**src/include/mfcr_defines.svh**
```systemverilog
// Purpose: register offsets, field positions, reset values and timing counts of the modem front end register bank
// Assumes: 100 MHz system clock, 8-bit registers at printed offsets
// Notes: definitions only
`ifndef MFCR_DEFINES_SVH
`define MFCR_DEFINES_SVH

`define MFCR_ADDR_W 4
`define MFCR_OFS_FILTER_SEL 4'h4
`define MFCR_OFS_TUNE_TARGET 4'h5
`define MFCR_OFS_GAIN_ADJ 4'h6
`define MFCR_OFS_TX_SET 4'h7
`define MFCR_OFS_RX_CLK_SET 4'h8
`define MFCR_OFS_REVISION 4'hf

`define MFCR_RST_FILTER_SEL 8'h01
`define MFCR_RST_TUNE_TARGET 8'h80
`define MFCR_RST_GAIN_ADJ 8'h00
`define MFCR_RST_TX_SET 8'h10
`define MFCR_RST_RX_CLK_SET 8'h00
// revision code value is arbitrary
`define MFCR_REVISION_CODE 8'h00

// filter selection register fields
`define MFCR_FS_BYPASS 0
`define MFCR_FS_ONE_POLE 1
`define MFCR_FS_WIDEBAND 2
`define MFCR_FS_FAST_ADC 3
`define MFCR_FS_HPF_BYPASS 4
`define MFCR_FS_OFFSET_CORR 5
`define MFCR_FS_CAL_BUSY 6
`define MFCR_FS_UPD_DISABLE 7
`define MFCR_FS_WR_MASK 8'h9f

// gain adjust register fields
`define MFCR_GA_GAIN_MSB 4
`define MFCR_GA_SRC_REG 5
`define MFCR_GA_BOOST_LVL 6
`define MFCR_GA_BOOST_INV 7
`define MFCR_GAIN_MAX 5'h15
`define MFCR_GAIN_WIDE_CAP 5'h12
`define MFCR_GAIN_CODES 22

// transmit settings fields
`define MFCR_TX_TWOS 0
`define MFCR_TX_FALL 1
`define MFCR_TX_INTERP_LSB 4
`define MFCR_TX_WR_MASK 8'hf3
`define MFCR_INTERP_LPF 4'h1
`define MFCR_INTERP_BYPASS 4'h2
`define MFCR_INTERP_BPF 4'h5

// receive and clock output fields
`define MFCR_RX_TWOS 0
`define MFCR_RX_FALL 1
`define MFCR_RX_TRISTATE 3
`define MFCR_CKA_OFF 4
`define MFCR_CKB_OFF 5
`define MFCR_CKA_OSC 6
`define MFCR_CKB_DIV4 7
`define MFCR_RX_WR_MASK 8'hfb

// clock source multiplier field (lives in a register outside this bank)
`define MFCR_MULT_X1 2'h0
`define MFCR_MULT_X2 2'h1
`define MFCR_MULT_X4 2'h2
`define MFCR_MULT_X8 2'h3

// timing
`define MFCR_CLK_HZ 100000000
`define MFCR_CAL_TIME_US 500
`define MFCR_CAL_CYCLES ((`MFCR_CAL_TIME_US * (`MFCR_CLK_HZ / 1000000)))
`define MFCR_PERIOD_S 2
`define MFCR_PERIOD_CYCLES (`MFCR_PERIOD_S * `MFCR_CLK_HZ)
`define MFCR_OFFSET_TIME_US 10
`define MFCR_OFFSET_CYCLES ((`MFCR_OFFSET_TIME_US * (`MFCR_CLK_HZ / 1000000)))

`endif

```
**src/include/mfcr_pkg.sv**
```systemverilog
// Purpose: shared types of the modem front end register bank
// Assumes: nothing beyond the defines header
// Notes: types only; numbers live in mfcr_defines.svh
package mfcr_pkg;

   typedef enum logic [1:0] {
      MFCR_INTERP_NONE,
      MFCR_INTERP_LOWPASS,
      MFCR_INTERP_BANDPASS,
      MFCR_INTERP_UNDEFINED
   } mfcr_interp_t;

   // applied gain split between the two amplifier stages, in dB
   typedef struct packed {
      logic signed [7:0] total_db;
      logic [7:0] continuous_gain_stage_db;
      logic signed [7:0] switched_gain_stage_db;
   } mfcr_gain_t;

   typedef struct packed {
      logic lpf_bypass;
      logic one_pole;
      logic wideband;
      logic fast_adc;
      logic hpf_bypass;
      logic offset_busy;
      logic cal_busy;
   } mfcr_rx_ctrl_t;

   typedef struct packed {
      logic twos;
      logic sample_falling;
      mfcr_interp_t interp;
      logic half_rate_read;
   } mfcr_tx_ctrl_t;

   typedef struct packed {
      logic twos;
      logic output_falling;
      logic tristate;
      logic clka_off;
      logic clka_osc;
      logic clkb_off;
      logic clkb_div4;
   } mfcr_rx_output_clock_ctrl_t;

endpackage

```
**src/hw/mfcr_gain_map.sv**
```systemverilog
// Purpose: maps a gain code onto the two amplifier stages
// Assumes: code already clamped to the legal range
// Notes: purely combinational
`timescale 1ns/1ps
`include "mfcr_defines.svh"
module mfcr_gain_map (
   input wire logic [4:0] i_code,
   input wire logic i_wideband,
   output mfcr_pkg::mfcr_gain_t o_gain
);
   import mfcr_pkg::*;

   wire [7:0] code8 = {3'h0, i_code};
   wire is_upper = (i_code >= `MFCR_GAIN_WIDE_CAP);
   wire [7:0] step_in_upper = code8 - {3'h0, `MFCR_GAIN_WIDE_CAP};
   // below 0x12 the continuous stage steps every three codes
   wire [7:0] cont_low = 8'h06 * ((code8 - 8'h03) / 8'h03);
   wire [7:0] sw_low = 8'h02 * (code8 % 8'h03);
   wire [7:0] cont_val = is_upper ? (i_wideband ? 8'h1e : 8'h18) : cont_low;
   wire [7:0] sw_val = is_upper ? (i_wideband ? 8'h02 * step_in_upper : 8'h06) : sw_low;

   assign o_gain.continuous_gain_stage_db = (code8 < 8'h06) ? 8'h00 : cont_val;
   assign o_gain.switched_gain_stage_db = (code8 < 8'h06) ? (8'h02 * code8 - 8'h06) : sw_val;
   assign o_gain.total_db = o_gain.continuous_gain_stage_db + o_gain.switched_gain_stage_db;
endmodule

```
**src/hw/mfcr_regs.sv**
```systemverilog
// Purpose: configuration and status register bank of the modem front end digital section
// Assumes: the serial port decoder hands over single-byte reads and writes as one-cycle strobes
// Notes: analog effects leave as control levels; aux clocks are built from oscillator and pll enables
`timescale 1ns/1ps
`include "mfcr_defines.svh"
module mfcr_regs #(
   parameter int unsigned CAL_PERIOD_CYCLES = `MFCR_PERIOD_CYCLES,
   parameter int unsigned CAL_CYCLES = `MFCR_CAL_CYCLES,
   parameter int unsigned OFFSET_CYCLES = `MFCR_OFFSET_CYCLES
) (
   input wire logic i_clock,
   input wire logic i_resetn,
   input wire logic i_wr,
   input wire logic i_rd,
   input wire logic [3:0] i_addr,
   input wire logic [7:0] i_wdata,
   output logic [7:0] o_rdata,
   input wire logic [2:0] i_external_gain_pins,
   input wire logic i_rx_gain_boost_pin,
   input wire logic [1:0] i_pll_mult_sel,
   input wire logic i_osc_tick,
   input wire logic i_pll_tick,
   output mfcr_pkg::mfcr_rx_ctrl_t o_rx_ctrl,
   output logic [7:0] o_tune_target,
   output logic o_cal_start,
   output mfcr_pkg::mfcr_gain_t o_gain,
   output logic [4:0] o_gain_code,
   output mfcr_pkg::mfcr_tx_ctrl_t o_tx_ctrl,
   output logic [3:0] o_pll_mult,
   output mfcr_pkg::mfcr_rx_output_clock_ctrl_t o_rx_output_clock_ctrl,
   output logic o_rx_bus_oe,
   output logic o_aux_clk_a,
   output logic o_aux_clk_b
);
   import mfcr_pkg::*;

   ////////////////////////////////////////////////////////////////////////////
   // decode
   function automatic logic hit(input logic [3:0] a, input logic [3:0] ofs);
      hit = (a == ofs);
   endfunction

   wire wr_fs = i_wr & hit(i_addr, `MFCR_OFS_FILTER_SEL);
   wire wr_tt = i_wr & hit(i_addr, `MFCR_OFS_TUNE_TARGET);
   wire wr_ga = i_wr & hit(i_addr, `MFCR_OFS_GAIN_ADJ);
   wire wr_tx = i_wr & hit(i_addr, `MFCR_OFS_TX_SET);
   wire wr_rc = i_wr & hit(i_addr, `MFCR_OFS_RX_CLK_SET);

   ////////////////////////////////////////////////////////////////////////////
   // storage
   logic [7:0] filter_sel;
   logic [7:0] tune_target;
   logic [7:0] gain_adj;
   logic [7:0] tx_set;
   logic [7:0] rx_clk_set;

   always_ff @(posedge i_clock) begin
      if (!i_resetn) begin
         filter_sel <= `MFCR_RST_FILTER_SEL & `MFCR_FS_WR_MASK;
         tune_target <= `MFCR_RST_TUNE_TARGET;
         gain_adj <= `MFCR_RST_GAIN_ADJ;
         tx_set <= `MFCR_RST_TX_SET;
         rx_clk_set <= `MFCR_RST_RX_CLK_SET;
      end else begin
         // busy bits are not stored; a write to bit 6 vanishes, while a 1 written to bit 5 starts offset correction
         if (wr_fs) filter_sel <= i_wdata & `MFCR_FS_WR_MASK;
         if (wr_tt) tune_target <= i_wdata;
         if (wr_ga) gain_adj <= {i_wdata[`MFCR_GA_BOOST_INV], 1'b0, i_wdata[5:0]};
         if (wr_tx) tx_set <= i_wdata & `MFCR_TX_WR_MASK;
         if (wr_rc) rx_clk_set <= i_wdata & `MFCR_RX_WR_MASK;
      end
   end

   ////////////////////////////////////////////////////////////////////////////
   // calibration sequencer
   typedef enum logic [1:0] {CAL_IDLE, CAL_RUN} mfcr_cal_state_t;
   mfcr_cal_state_t cal_state;
   mfcr_cal_state_t next_cal_state;
   logic [31:0] cal_cnt;
   logic [31:0] period_cnt;
   logic cal_pending;

   wire upd_disable = filter_sel[`MFCR_FS_UPD_DISABLE];
   // a 0 written to the disable bit asks for an immediate run
   wire cal_kick = wr_fs & ~i_wdata[`MFCR_FS_UPD_DISABLE];
   wire period_due = ~upd_disable & (period_cnt >= CAL_PERIOD_CYCLES - 1);
   wire cal_done = (cal_state == CAL_RUN) & (cal_cnt >= CAL_CYCLES - 1);
   wire start_now = (cal_state == CAL_IDLE) & (cal_pending | cal_kick | period_due);

   always_comb begin
      next_cal_state = cal_state;
      unique case (cal_state)
         CAL_IDLE: begin
            if (start_now) next_cal_state = CAL_RUN;
         end
         CAL_RUN: begin
            if (cal_done) next_cal_state = CAL_IDLE;
         end
      endcase
   end

   always_ff @(posedge i_clock) begin
      if (!i_resetn) begin
         cal_state <= CAL_IDLE;
         cal_pending <= 1'b1;
         cal_cnt <= 32'h0;
         period_cnt <= 32'h0;
      end else begin
         cal_state <= next_cal_state;
         // a kick during a run is remembered so it is not lost
         cal_pending <= (cal_state == CAL_RUN) & (cal_pending | cal_kick);
         cal_cnt <= (cal_state == CAL_RUN) ? cal_cnt + 32'h1 : 32'h0;
         period_cnt <= (start_now | upd_disable) ? 32'h0 : period_cnt + 32'h1;
      end
   end

   wire cal_busy = (cal_state == CAL_RUN);
   assign o_cal_start = start_now;

   ////////////////////////////////////////////////////////////////////////////
   // dc offset correction, self clearing
   logic [31:0] offset_cnt;
   logic offset_busy;
   wire offset_kick = wr_fs & i_wdata[`MFCR_FS_OFFSET_CORR];

   always_ff @(posedge i_clock) begin
      if (!i_resetn) begin
         offset_busy <= 1'b0;
         offset_cnt <= 32'h0;
      end else if (offset_kick) begin
         offset_busy <= 1'b1;
         offset_cnt <= 32'h0;
      end else if (offset_busy) begin
         offset_cnt <= offset_cnt + 32'h1;
         if (offset_cnt >= OFFSET_CYCLES - 1) offset_busy <= 1'b0;
      end
   end

   ////////////////////////////////////////////////////////////////////////////
   // gain selection
   wire src_reg = gain_adj[`MFCR_GA_SRC_REG];
   wire boost_mapped = i_rx_gain_boost_pin ^ gain_adj[`MFCR_GA_BOOST_INV];
   // pins give 8 dB steps: three pins then boost on top
   // one spare bit: all pins plus boost exceed the five-bit code and must clamp, not wrap
   wire [5:0] pin_code = {1'b0, i_external_gain_pins, 2'h0} + {2'h0, boost_mapped, 3'h0};
   wire [5:0] raw_code = src_reg ? {1'b0, gain_adj[`MFCR_GA_GAIN_MSB:0]} : pin_code;
   wire [4:0] legal_code = (raw_code > {1'b0, `MFCR_GAIN_MAX}) ? `MFCR_GAIN_MAX : raw_code[4:0];
   wire wideband = filter_sel[`MFCR_FS_WIDEBAND];

   mfcr_gain_t gain_map;
   mfcr_gain_map u_gain_map (
      .i_code(legal_code),
      .i_wideband(wideband),
      .o_gain(gain_map)
   );

   always_ff @(posedge i_clock) begin
      if (!i_resetn) begin
         o_gain <= '0;
         o_gain_code <= 5'h00;
      end else begin
         o_gain <= gain_map;
         o_gain_code <= legal_code;
      end
   end

   ////////////////////////////////////////////////////////////////////////////
   // transmit and receive controls
   wire [3:0] interp_field = tx_set[7:`MFCR_TX_INTERP_LSB];
   wire is_lpf = (interp_field == `MFCR_INTERP_LPF);
   wire is_bpf = (interp_field == `MFCR_INTERP_BPF);
   wire is_byp = (interp_field == `MFCR_INTERP_BYPASS);
   wire [1:0] interp_sel = is_lpf ? 2'h1 : (is_bpf ? 2'h2 : (is_byp ? 2'h0 : 2'h3));

   always_ff @(posedge i_clock) begin
      if (!i_resetn) begin
         o_rx_ctrl <= '0;
         o_tx_ctrl <= '{twos: 1'b0, sample_falling: 1'b0, interp: MFCR_INTERP_LOWPASS, half_rate_read: 1'b1};
         o_rx_output_clock_ctrl <= '0;
         o_tune_target <= `MFCR_RST_TUNE_TARGET;
         o_pll_mult <= 4'h1;
      end else begin
         o_rx_ctrl.lpf_bypass <= filter_sel[`MFCR_FS_BYPASS];
         o_rx_ctrl.one_pole <= filter_sel[`MFCR_FS_ONE_POLE];
         o_rx_ctrl.wideband <= wideband;
         o_rx_ctrl.fast_adc <= filter_sel[`MFCR_FS_FAST_ADC];
         o_rx_ctrl.hpf_bypass <= filter_sel[`MFCR_FS_HPF_BYPASS];
         o_rx_ctrl.offset_busy <= offset_busy;
         o_rx_ctrl.cal_busy <= cal_busy;
         o_tune_target <= tune_target;
         o_tx_ctrl.twos <= tx_set[`MFCR_TX_TWOS];
         o_tx_ctrl.sample_falling <= tx_set[`MFCR_TX_FALL];
         o_tx_ctrl.interp <= mfcr_interp_t'(interp_sel);
         o_tx_ctrl.half_rate_read <= is_lpf | is_bpf;
         o_rx_output_clock_ctrl.twos <= rx_clk_set[`MFCR_RX_TWOS];
         o_rx_output_clock_ctrl.output_falling <= rx_clk_set[`MFCR_RX_FALL];
         o_rx_output_clock_ctrl.tristate <= rx_clk_set[`MFCR_RX_TRISTATE];
         o_rx_output_clock_ctrl.clka_off <= rx_clk_set[`MFCR_CKA_OFF];
         o_rx_output_clock_ctrl.clka_osc <= rx_clk_set[`MFCR_CKA_OSC];
         o_rx_output_clock_ctrl.clkb_off <= rx_clk_set[`MFCR_CKB_OFF];
         o_rx_output_clock_ctrl.clkb_div4 <= rx_clk_set[`MFCR_CKB_DIV4];
         o_pll_mult <= 4'h1 << i_pll_mult_sel;
      end
   end

   assign o_rx_bus_oe = ~o_rx_output_clock_ctrl.tristate;

   ////////////////////////////////////////////////////////////////////////////
   // auxiliary clocks, toggled by oscillator and pll rate enables
   logic [2:0] osc_div;
   logic clka_tgl;

   always_ff @(posedge i_clock) begin
      if (!i_resetn) begin
         osc_div <= 3'h0;
         clka_tgl <= 1'b0;
         o_aux_clk_a <= 1'b0;
         o_aux_clk_b <= 1'b0;
      end else begin
         if (i_osc_tick) osc_div <= osc_div + 3'h1;
         if (rx_clk_set[`MFCR_CKA_OSC] ? i_osc_tick : i_pll_tick) clka_tgl <= ~clka_tgl;
         // toggling on each tick gives half rate; ticks come at twice the named rate
         o_aux_clk_a <= ~rx_clk_set[`MFCR_CKA_OFF] & clka_tgl;
         o_aux_clk_b <= ~rx_clk_set[`MFCR_CKB_OFF]
                        & (rx_clk_set[`MFCR_CKB_DIV4] ? osc_div[2] : osc_div[1]);
      end
   end

   ////////////////////////////////////////////////////////////////////////////
   // read back
   wire [7:0] fs_rd = filter_sel | {1'b0, cal_busy, offset_busy, 5'h00};
   wire [7:0] ga_rd = {gain_adj[`MFCR_GA_BOOST_INV], i_rx_gain_boost_pin, src_reg, legal_code};
   wire [7:0] rd_mux = hit(i_addr, `MFCR_OFS_FILTER_SEL) ? fs_rd :
                       hit(i_addr, `MFCR_OFS_TUNE_TARGET) ? tune_target :
                       hit(i_addr, `MFCR_OFS_GAIN_ADJ) ? ga_rd :
                       hit(i_addr, `MFCR_OFS_TX_SET) ? tx_set :
                       hit(i_addr, `MFCR_OFS_RX_CLK_SET) ? rx_clk_set :
                       hit(i_addr, `MFCR_OFS_REVISION) ? `MFCR_REVISION_CODE : 8'h00;

   always_ff @(posedge i_clock) begin
      if (!i_resetn) o_rdata <= 8'h00;
      else if (i_rd) o_rdata <= rd_mux;
   end
endmodule

```
**config.mk**
```make
export PLATFORM = sky130hd
export DESIGN_NAME = mfcr_regs
export DESIGN_NICKNAME = d
export VERILOG_FILES = /design/src/include/mfcr_pkg.sv /design/src/hw/mfcr_gain_map.sv /design/src/hw/mfcr_regs.sv
export VERILOG_INCLUDE_DIRS = /design/src /design/src/include
export SDC_FILE = /design/constraint.sdc
export NUM_CORES = 1
export LEC_CHECK = 0
export BUFFER_PORTS_ARGS = -buffer_cell sky130_fd_sc_hd__buf_2
export CORE_UTILIZATION = 55
export DETAILED_ROUTE_END_ITERATION = 8
export GPL_ROUTABILITY_DRIVEN = 0
export PLACE_DENSITY_LB_ADDON = 0.12
export SLEW_MARGIN = 15
export SYNTH_ARGS = -nofsm -noshare
export SYNTH_HDL_FRONTEND = slang
export SYNTH_SLANG_ARGS = --single-unit
```
**constraint.sdc**
```tcl
create_clock -name i_clock -period 8.95 [get_ports i_clock]
set_input_delay 0.895 -clock i_clock [delete_from_list [all_inputs] [get_ports i_clock]]
set_output_delay 0.895 -clock i_clock [all_outputs]
set_load 0.005 [all_outputs]
```
# After elaboration in Yosys (flattened, before gate mapping)
# Cells that the tools add are included.
# op_classes
shifts,1
n_mux,23
n_lt_le_gt_ge,6
div_mod_pow,2
n_eq_ne,11
addsub,9
n_mul,1
bitwise,26
reduce_logical,6
# ops
operator,count
$add 32x1->32 const B,3
$mux 8,10
$ge 32x10->1 const B,1
$ge 32x16->1 const B,1
$ge 32x28->1 const B,1
$eq 4x3->1 const B,5
$and 1x1->1,13
$add 8x8->8,1
$div 8x2->8 const B,1
$mod 5x2->8 const B,1
$mul 2x8->7 const A,1
$mux 2,4
$or 8x7->8,1
$not 1->1,7
$sub 6x3->7 const B,1
$add 5x4->6,1
$gt 6x5->1 const B,1
$mux 6,1
$reduce_or 2->1,3
$sub 5x2->6 const B,1
$sub 5x5->6 const B,1
$ge 5x5->1 const B,1
$lt 5x3->1 const B,1
$mux 1,5
14 further kinds,19
# totals
in_bits,24
reg_bits,208
elab_cells,125

# Logic depth before layout (Yosys ltp)
# Gate-level depths: netlist of the first run.
# logic_depth
depth_word,11
mapped_depth,31

# Cells and area by module
# A second synthesis of the first run with hierarchy kept.
# unflattened
hier_cells,1147
hier_area_um2,9816.9
# by_module_without_submodules
module,n_inst,cells_each,seq_area_each_um2,area_each_um2
mfcr_regs,1,935,4144.0,8339.2
mfcr_gain_map,1,212,0.0,1477.7

# Worst setup path after synthesis of the first run
# Ideal clock, no wire load.
# synth_timing
kind,input-to-reg
from,in i_rx_gain_boost_pin
to,reg o_gain[23] in the netlist's numbering
path_slack_ps,2394
stages,29
setup_ps,121
arrival_time_ps,6436
required_time_ps,8829
path_cell_list,xor2_1 > ha_1 > ha_1 > mux2i_1 > a211oi_2 > nor2_1 > ha_1 > and3_1 > o31ai_1 > nand2_1 > o21ai_0 > nand2_1 > ha_1 > nor2_1 > nor2_1 > a211o_1 > a21oi_2 > nor2_1 > ha_1 > fa_1 > nor2_1 > nor2_1 > ha_1 > a21o_1 > a21oi_1 > o21bai_1 > a21oi_1 > xor2_1 > mux2_2
# synth_rtl
element,line,text
"start, declared",mfcr_regs.sv:19,"input wire logic i_rx_gain_boost_pin,"
"end signal, assigned",mfcr_regs.sv:162,o_gain <= gain_map;
"end, declared",mfcr_regs.sv:26,"output mfcr_pkg::mfcr_gain_t o_gain,"

==> impl_results.md, run 1 <==
- Leakage dissipation: 4.413 nW
- WL met3: 903 µm
- Worst EP required: 9.34 ns
- 1st-pass router iterations: 5
- CTS tree: done
- Post-CTS setup buffers: 0
- Worst hold-check path type: reg2reg
- Cells after Synth: 1123
- DR vias/cell: 5.560
- Final Max Tran Viols: 0
- Hold Buf Count CTS: 0
- Synthesis-to-layout area growth: 14.34%
- Post-cts resize count: 0
- Die Wd: 134.3 µm
- Ys async rst share: 0%
- Commonest non-fill, non-tap cell in the layout: dfxtp_1
- Distinct cells, synth: 73
- Setup tns final: 0 ns
- Main synth FF type: dfxtp_1
- Final net count: 1256
- Most frequent cells in the layout: dfxtp_1 (204), nor2_1 (179), nand2_1 (97), buf_2 (92), nand3_1 (66)
- Vias in the first global route: 7275
- Uppermost layer routed: met4
- Hold slack: 0.4384 ns
- R2R Setup Slk: 1.96 ns
- WL per Instance: 14.93 µm
- CORE AREA: 17180 µm²
- Peak VDD IR: 0.0001556 V
- Met2 WL: 9999 µm
- Vert. Die Dim: 134.3 µm
- Layout cells sized above 1: 12.51%
- Type of the worst setup path: in2reg
- Wirelength, routed: 21500 µm
- Layout fillers: 1533
- Initial Utilization: 56.07%
- First-pass GRT wire length: 35290 µm
- Final Power: 2.282 mW
- Placed cells: 1401
- FF+latch count, synth: 204
- Final hold vios: 0
- Largest net degree at the start of global routing: 64
- Clock transition at the registers of the reported paths: 0.06 ns
- Post-synth top area share: 42.41%
- Port buffer count: 92
- Register area share after synthesis: 42.41%
- CP max FO: 12
- Dpl ws: 1.367 ns
- Number of flops mapped to enable cells by yosys: 0
- Num Clock Sinks: 204
- CP max stage delay: 0.47 ns
- Antenna violations before repair: 0
- Ys Warns: 0
- ANT nets after route: 0
- Clock buffer depth: 3
- Worst path slowest cell: o22a_1
- Die area: 18040 µm²
- Final routed DRC violation total: 0
- Non-Filler Instances: 1440
- Slew @ Worst Pin: 1.064 ns
- # rows: 48
- CTS buffer count: 23
- Mapped cell area: 9630 µm²
- Syn_area_per_cell: 8.576 µm²
- I/O pin count: 96
- Status: finished, final reports clean
- Pwr dens: 207.3 nW/µm²
- Top cells by area, synth: dfxtp_1 (42%), nor2_1 (7.0%), xor2_1 (5.8%)
- Via count: 8006
- Slew headroom: 28.87%
- WP data arrival: 7.51 ns
- Max-cap violations: 0
- Clk root buf: clkbuf_16
- Fin crit period: 7.117 ns
- RSZ-0062 raised after global routing: no
- CP Launch Type: primary input
- # setup viols final: 0
- Ant diodes: 0
- Initial detailed-routing violation count: 509
- Gr usage total: 23.73%
- Clock Skew: 0.01414 ns
- Setup WS post-layout: 1.833 ns
- Crit end category: flip-flop
- Final HPWL DP: 15050 µm
- Final period util: 79.52%
- Area leader, netlist: dfxtp_1
- M1 WL: 10140 µm
- Top cell by count, worst path: ha_1
- FMAX: 140.5 MHz
- Total global routing overflow: 0
- CTS HTree Levels: 1
- Clock latency on the worst-skew pair: 0.51 ns
-- area by class of cell --
class	count	area, µm²	area share [%]
Multi-Input combinational cell	852	5263	47.79
Sequential cell	204	4084	37.09
Clock buffer	30	631.9	5.738
Timing Repair Buffer	95	483.0	4.386
Tap cell	225	281.5	2.557
Clock inverter	9	170.2	1.545
Inverter	25	98.84	0.8976
-- sequential cells by signal, indices dropped and copies added (netlist names), 3 cells and up --
register                flops
o_pll_mult                  4
o_gain                     21
offset_cnt                 32
o_rx_output_clock_ctrl      7
filter_sel                  6
tx_set                      6
o_rdata                     8
o_tx_ctrl                   5
o_gain_code                 5
o_tune_target               8
tune_target                 8
period_cnt                 32
gain_adj                    7
cal_cnt                    32
rx_clk_set                  7
o_rx_ctrl                   7
osc_div                     3
-- power by group --
group	internal (mW)	switching, mW	leakage, nW	total, mW
sequential	0.942	0.0139	1.65	0.956
combinational	0.141	0.201	2.37	0.342
clock	0.616	0.368	0.394	0.984
total	1.70	0.583	4.41	2.28
-- routing by layer --
metal / GRT usage (%) / vias up
met5: 0 / -
met4: 6.929 / 0
met2: 39.09 / 174
li1: - / 4049
met1: 32.34 / 3742
met3: 3.250 / 41
-- logic make-up after synthesis --
logic type,count (synthesis),share of synthesized area [%]
xor+xnor,101,9.185
compound gates,175,12.45
flops,204,42.41
simple gates,511,25.50
fa+ha+maj,31,4.183
other cells,1,0.03894
mux,30,3.170
buf+inv,70,3.066
-- critical path: cells and delay by family --
kind / cells / cell delay [ns]
compound gates: 9 / 2.06
mux: 1 / 0.35
buf+inv: 3 / 0.50
simple gates: 9 / 1.27
fa+ha+maj: 7 / 2.09
xor+xnor: 2 / 0.33
-- cells in the mapped netlist, drive strengths merged, types with 5 or more instances --
cell type	n
a22oi	7
a211oi	9
o31ai	5
dfxtp	204
a21o	13
and2	41
a211o	6
a21oi	60
a31oi	8
nand3	66
nor2b	9
nand2b	8
o211ai	5
xnor2	37
nor2	179
ha	29
xor2	64
nor4	18
buf	13
nand2	98
inv	25
clkbuf	32
o21ai	29
and3	20
and4	8
mux2i	26
or3	8
nand4	21
nor3	21
-- path summary, 6_finish.rpt --
| check | to | startpoint | cells after the start |
|---|---|---|---|
| max | o_gain[23] | i_rx_gain_boost_pin | 31 |
| min | o_aux_clk_a | clka_tgl | 2 |
| max reg2reg | o_gain[23] | gain_adj[7] | 30 |
| min reg2reg | o_aux_clk_a | clka_tgl | 2 |
-- through the flow --
step,area (µm²),util (%)
after floorplan,9642,-
after global placement,10210,59.44
after detailed placement,10210,59.44
after CTS,11010,64.11
after global routing,11010,64.11
final,11010,64.11
Power figures use the tool's default switching activity.
==> run 2: changes to the inputs <==
ABC_AREA = 1   (was default)
CORE_UTILIZATION = 54   (was 55)
clock period = 6.3 ns   (was 8.95 ns; I/O delays follow)
==> impl_results.md, run 2 <==
- Status: finished, final reports clean
- Worst EP required: 6.73 ns
- Mapped cell area: 9867 µm²
- Hold Buf Count CTS: 0
- Final routed DRC violation total: 0
- Antenna violations before repair: 0
- Vias in the first global route: 7805
- Area leader, netlist: dfxtp_1
- Die area: 18820 µm²
- Leakage dissipation: 4.995 nW
- Internal power: 2.421 mW
- Wirelength, routed: 22590 µm
- Die Wd: 137.2 µm
- Post-cts resize count: 0
- Ant diodes: 0
- Setup tns final: 0 ns
- # rows: 49
- Non-Filler Instances: 1690
- Port buffer count: 92
- DR vias/cell: 5.132
- CTS buffer count: 22
- Post-synth top area share: 41.39%
- ANT nets after route: 0
- Num Clock Sinks: 204
- Worst path slowest cell: fa_1
- Most frequent cells in the layout: nand2_1 (236), inv_1 (212), dfxtp_1 (204), nor2_1 (165), buf_2 (92)
- Syn_area_per_cell: 7.352 µm²
- Sequential Power Share: 40.9%
- RSZ-0062 raised after global routing: no
- Clk root buf: clkbuf_16
- Clock share of power: 41.9%
- Initial Utilization: 54.93%
- Largest net degree at the start of global routing: 70
- FMAX: 174.0 MHz
- Fin crit period: 5.748 ns
- WL per Instance: 13.37 µm
- Crit end category: flip-flop
- Gr usage total: 24.26%
- Sw Pwr: 901.7 µW
- Top cells by area, synth: dfxtp_1 (41%), nand2_1 (9.0%), inv_1 (8.1%)
- Pwr dens: 291.3 nW/µm²
- Commonest cells post-synth: nand2_1 (236), inv_1 (212), dfxtp_1 (204)
- Number of flops mapped to enable cells by yosys: 0
- Final period util: 91.23%
- CP max stage delay: 0.43 ns
- Type of the worst setup path: reg2reg
- Ys async rst share: 0%
- Main synth FF type: dfxtp_1
- Hold slack: 0.3057 ns
- CTS tree: done
- Final HPWL DP: 16410 µm
- Slew @ Worst Pin: 0.9519 ns
- Cells after Synth: 1342
- FF+latch count, synth: 204
- Commonest non-fill, non-tap cell in the layout: nand2_1
- Final net count: 1500
- # setup viols final: 0
- Final Power: 3.323 mW
- Distinct cells, synth: 63
- Total global routing overflow: 0
- CTS HTree Levels: 1
- CP max FO: 5
- I/O pin count: 96
- Placed cells: 1650
- Register area share after synthesis: 41.39%
- CORE AREA: 17960 µm²
- Final hold vios: 0
- Synthesis-to-layout area growth: 15.62%
- Max-cap violations: 0
- Clock latency on the worst-skew pair: 0.51 ns
- Switch share: 27.14%
- First-pass GRT wire length: 36980 µm
- Initial detailed-routing violation count: 660
- Clock buffer depth: 3
- Layout cells sized above 1: 14.44%
- Comb power frac: 17.1%
- Top cell by count, worst path: nand2_1
- Final Max Tran Viols: 0
- Worst hold-check path type: in2reg
- Clock transition at the registers of the reported paths: 0.06 ns
- Via count: 8673
- Top flop regs: cal_cnt (32), offset_cnt (32), period_cnt (32)
- WP data arrival: 6.17 ns
- Peak VDD IR: 0.0003580 V
- Clock Skew: 0.01408 ns
- Post-CTS setup buffers: 0
- Most frequent cell after synthesis: nand2_1
- CP Launch Type: flip-flop
- Vert. Die Dim: 137.2 µm
- Slew headroom: 35.95%
- Ys Warns: 0
- 1st-pass router iterations: 6
run 2: cell count changes after synthesis, sizes merged, moves of 30 or more:
cell,delta
nor3,+38
xor2,-30
inv,+201
o21ai,+48
nand2,+155
and2,-40
run 2: power groups by stage:
stage | Sequential [mW] | Combinational, mW | Clock, mW
CTS | 1.36 | 0.562 | 1.43
finish | 1.36 | 0.570 | 1.39
global route | 1.37 | 0.645 | 1.48
floorplan | 1.39 | 0.389 | 0
global placement | 1.39 | 0.540 | 0
detailed placement | 1.39 | 0.551 | 0
run 2: path summary, 6_finish.rpt:
| check | startpoint | endpoint | slack, ns | cells after the start |
|---|---|---|---|---|
| max | gain_adj[7] | o_gain[22] | 0.55 | 39 |
| max reg2reg | gain_adj[7] | o_gain[22] | 0.55 | 39 |
| min reg2reg | filter_sel[3] | o_rx_ctrl[3] | 0.42 | 2 |
| min | i_pll_mult_sel[1] | o_pll_mult[1] | 0.31 | 2 |
run 2: cells by family after synthesis:
logic type	after synthesis	share of synthesized area, %
fa+ha+maj	31	4.083
simple gates	606	28.66
compound gates	196	11.30
flops	204	41.39
buf+inv	254	10.02
other cells	1	0.03801
xor+xnor	50	4.514
run 2: area by class of cell:
type	count	area, µm²
inverter	227	864.6
tap	229	286.5
clock inverter	7	123.9
multi-input combinational	887	4825
clock buffer	33	681.9
fill	1634	6555
sequential	204	4084
timing repair buffer	103	543.0
run 2: critical path: cells and delay by family (launching register included):
family	cells	cell delay, ns
AO/OA/AOI/OAI	7	1.18
XOR/XNOR	1	0.16
adder cells (fa/ha/maj)	7	1.93
buffers and inverters	7	0.39
flip-flops	1	0.32
AND/OR/NAND/NOR	17	1.67
run 2: per-stage QoR:
| step | worst slack (ns) | util, % | cell area, µm² |
|---|---|---|---|
| after floorplan | 0.2309 | - | 9878 |
| after global placement | 0.3044 | 58.92 | 10580 |
| after detailed placement | 0.1016 | 58.92 | 10580 |
| after CTS | 0.4843 | 63.40 | 11390 |
| after global routing | 0.01010 | 63.51 | 11410 |
| final | 0.5524 | 63.51 | 11410 |
run 2: per-layer routing:
layer  track usage, %  vias to the layer above  part of all wire [%]
li1                 -                     4522                     -
met1            34.12                     3878                    48
met2            38.44                      246                    44
met3            4.562                       27                   6.9
met4            5.311                        0                   1.3
met5                0                        -                     0
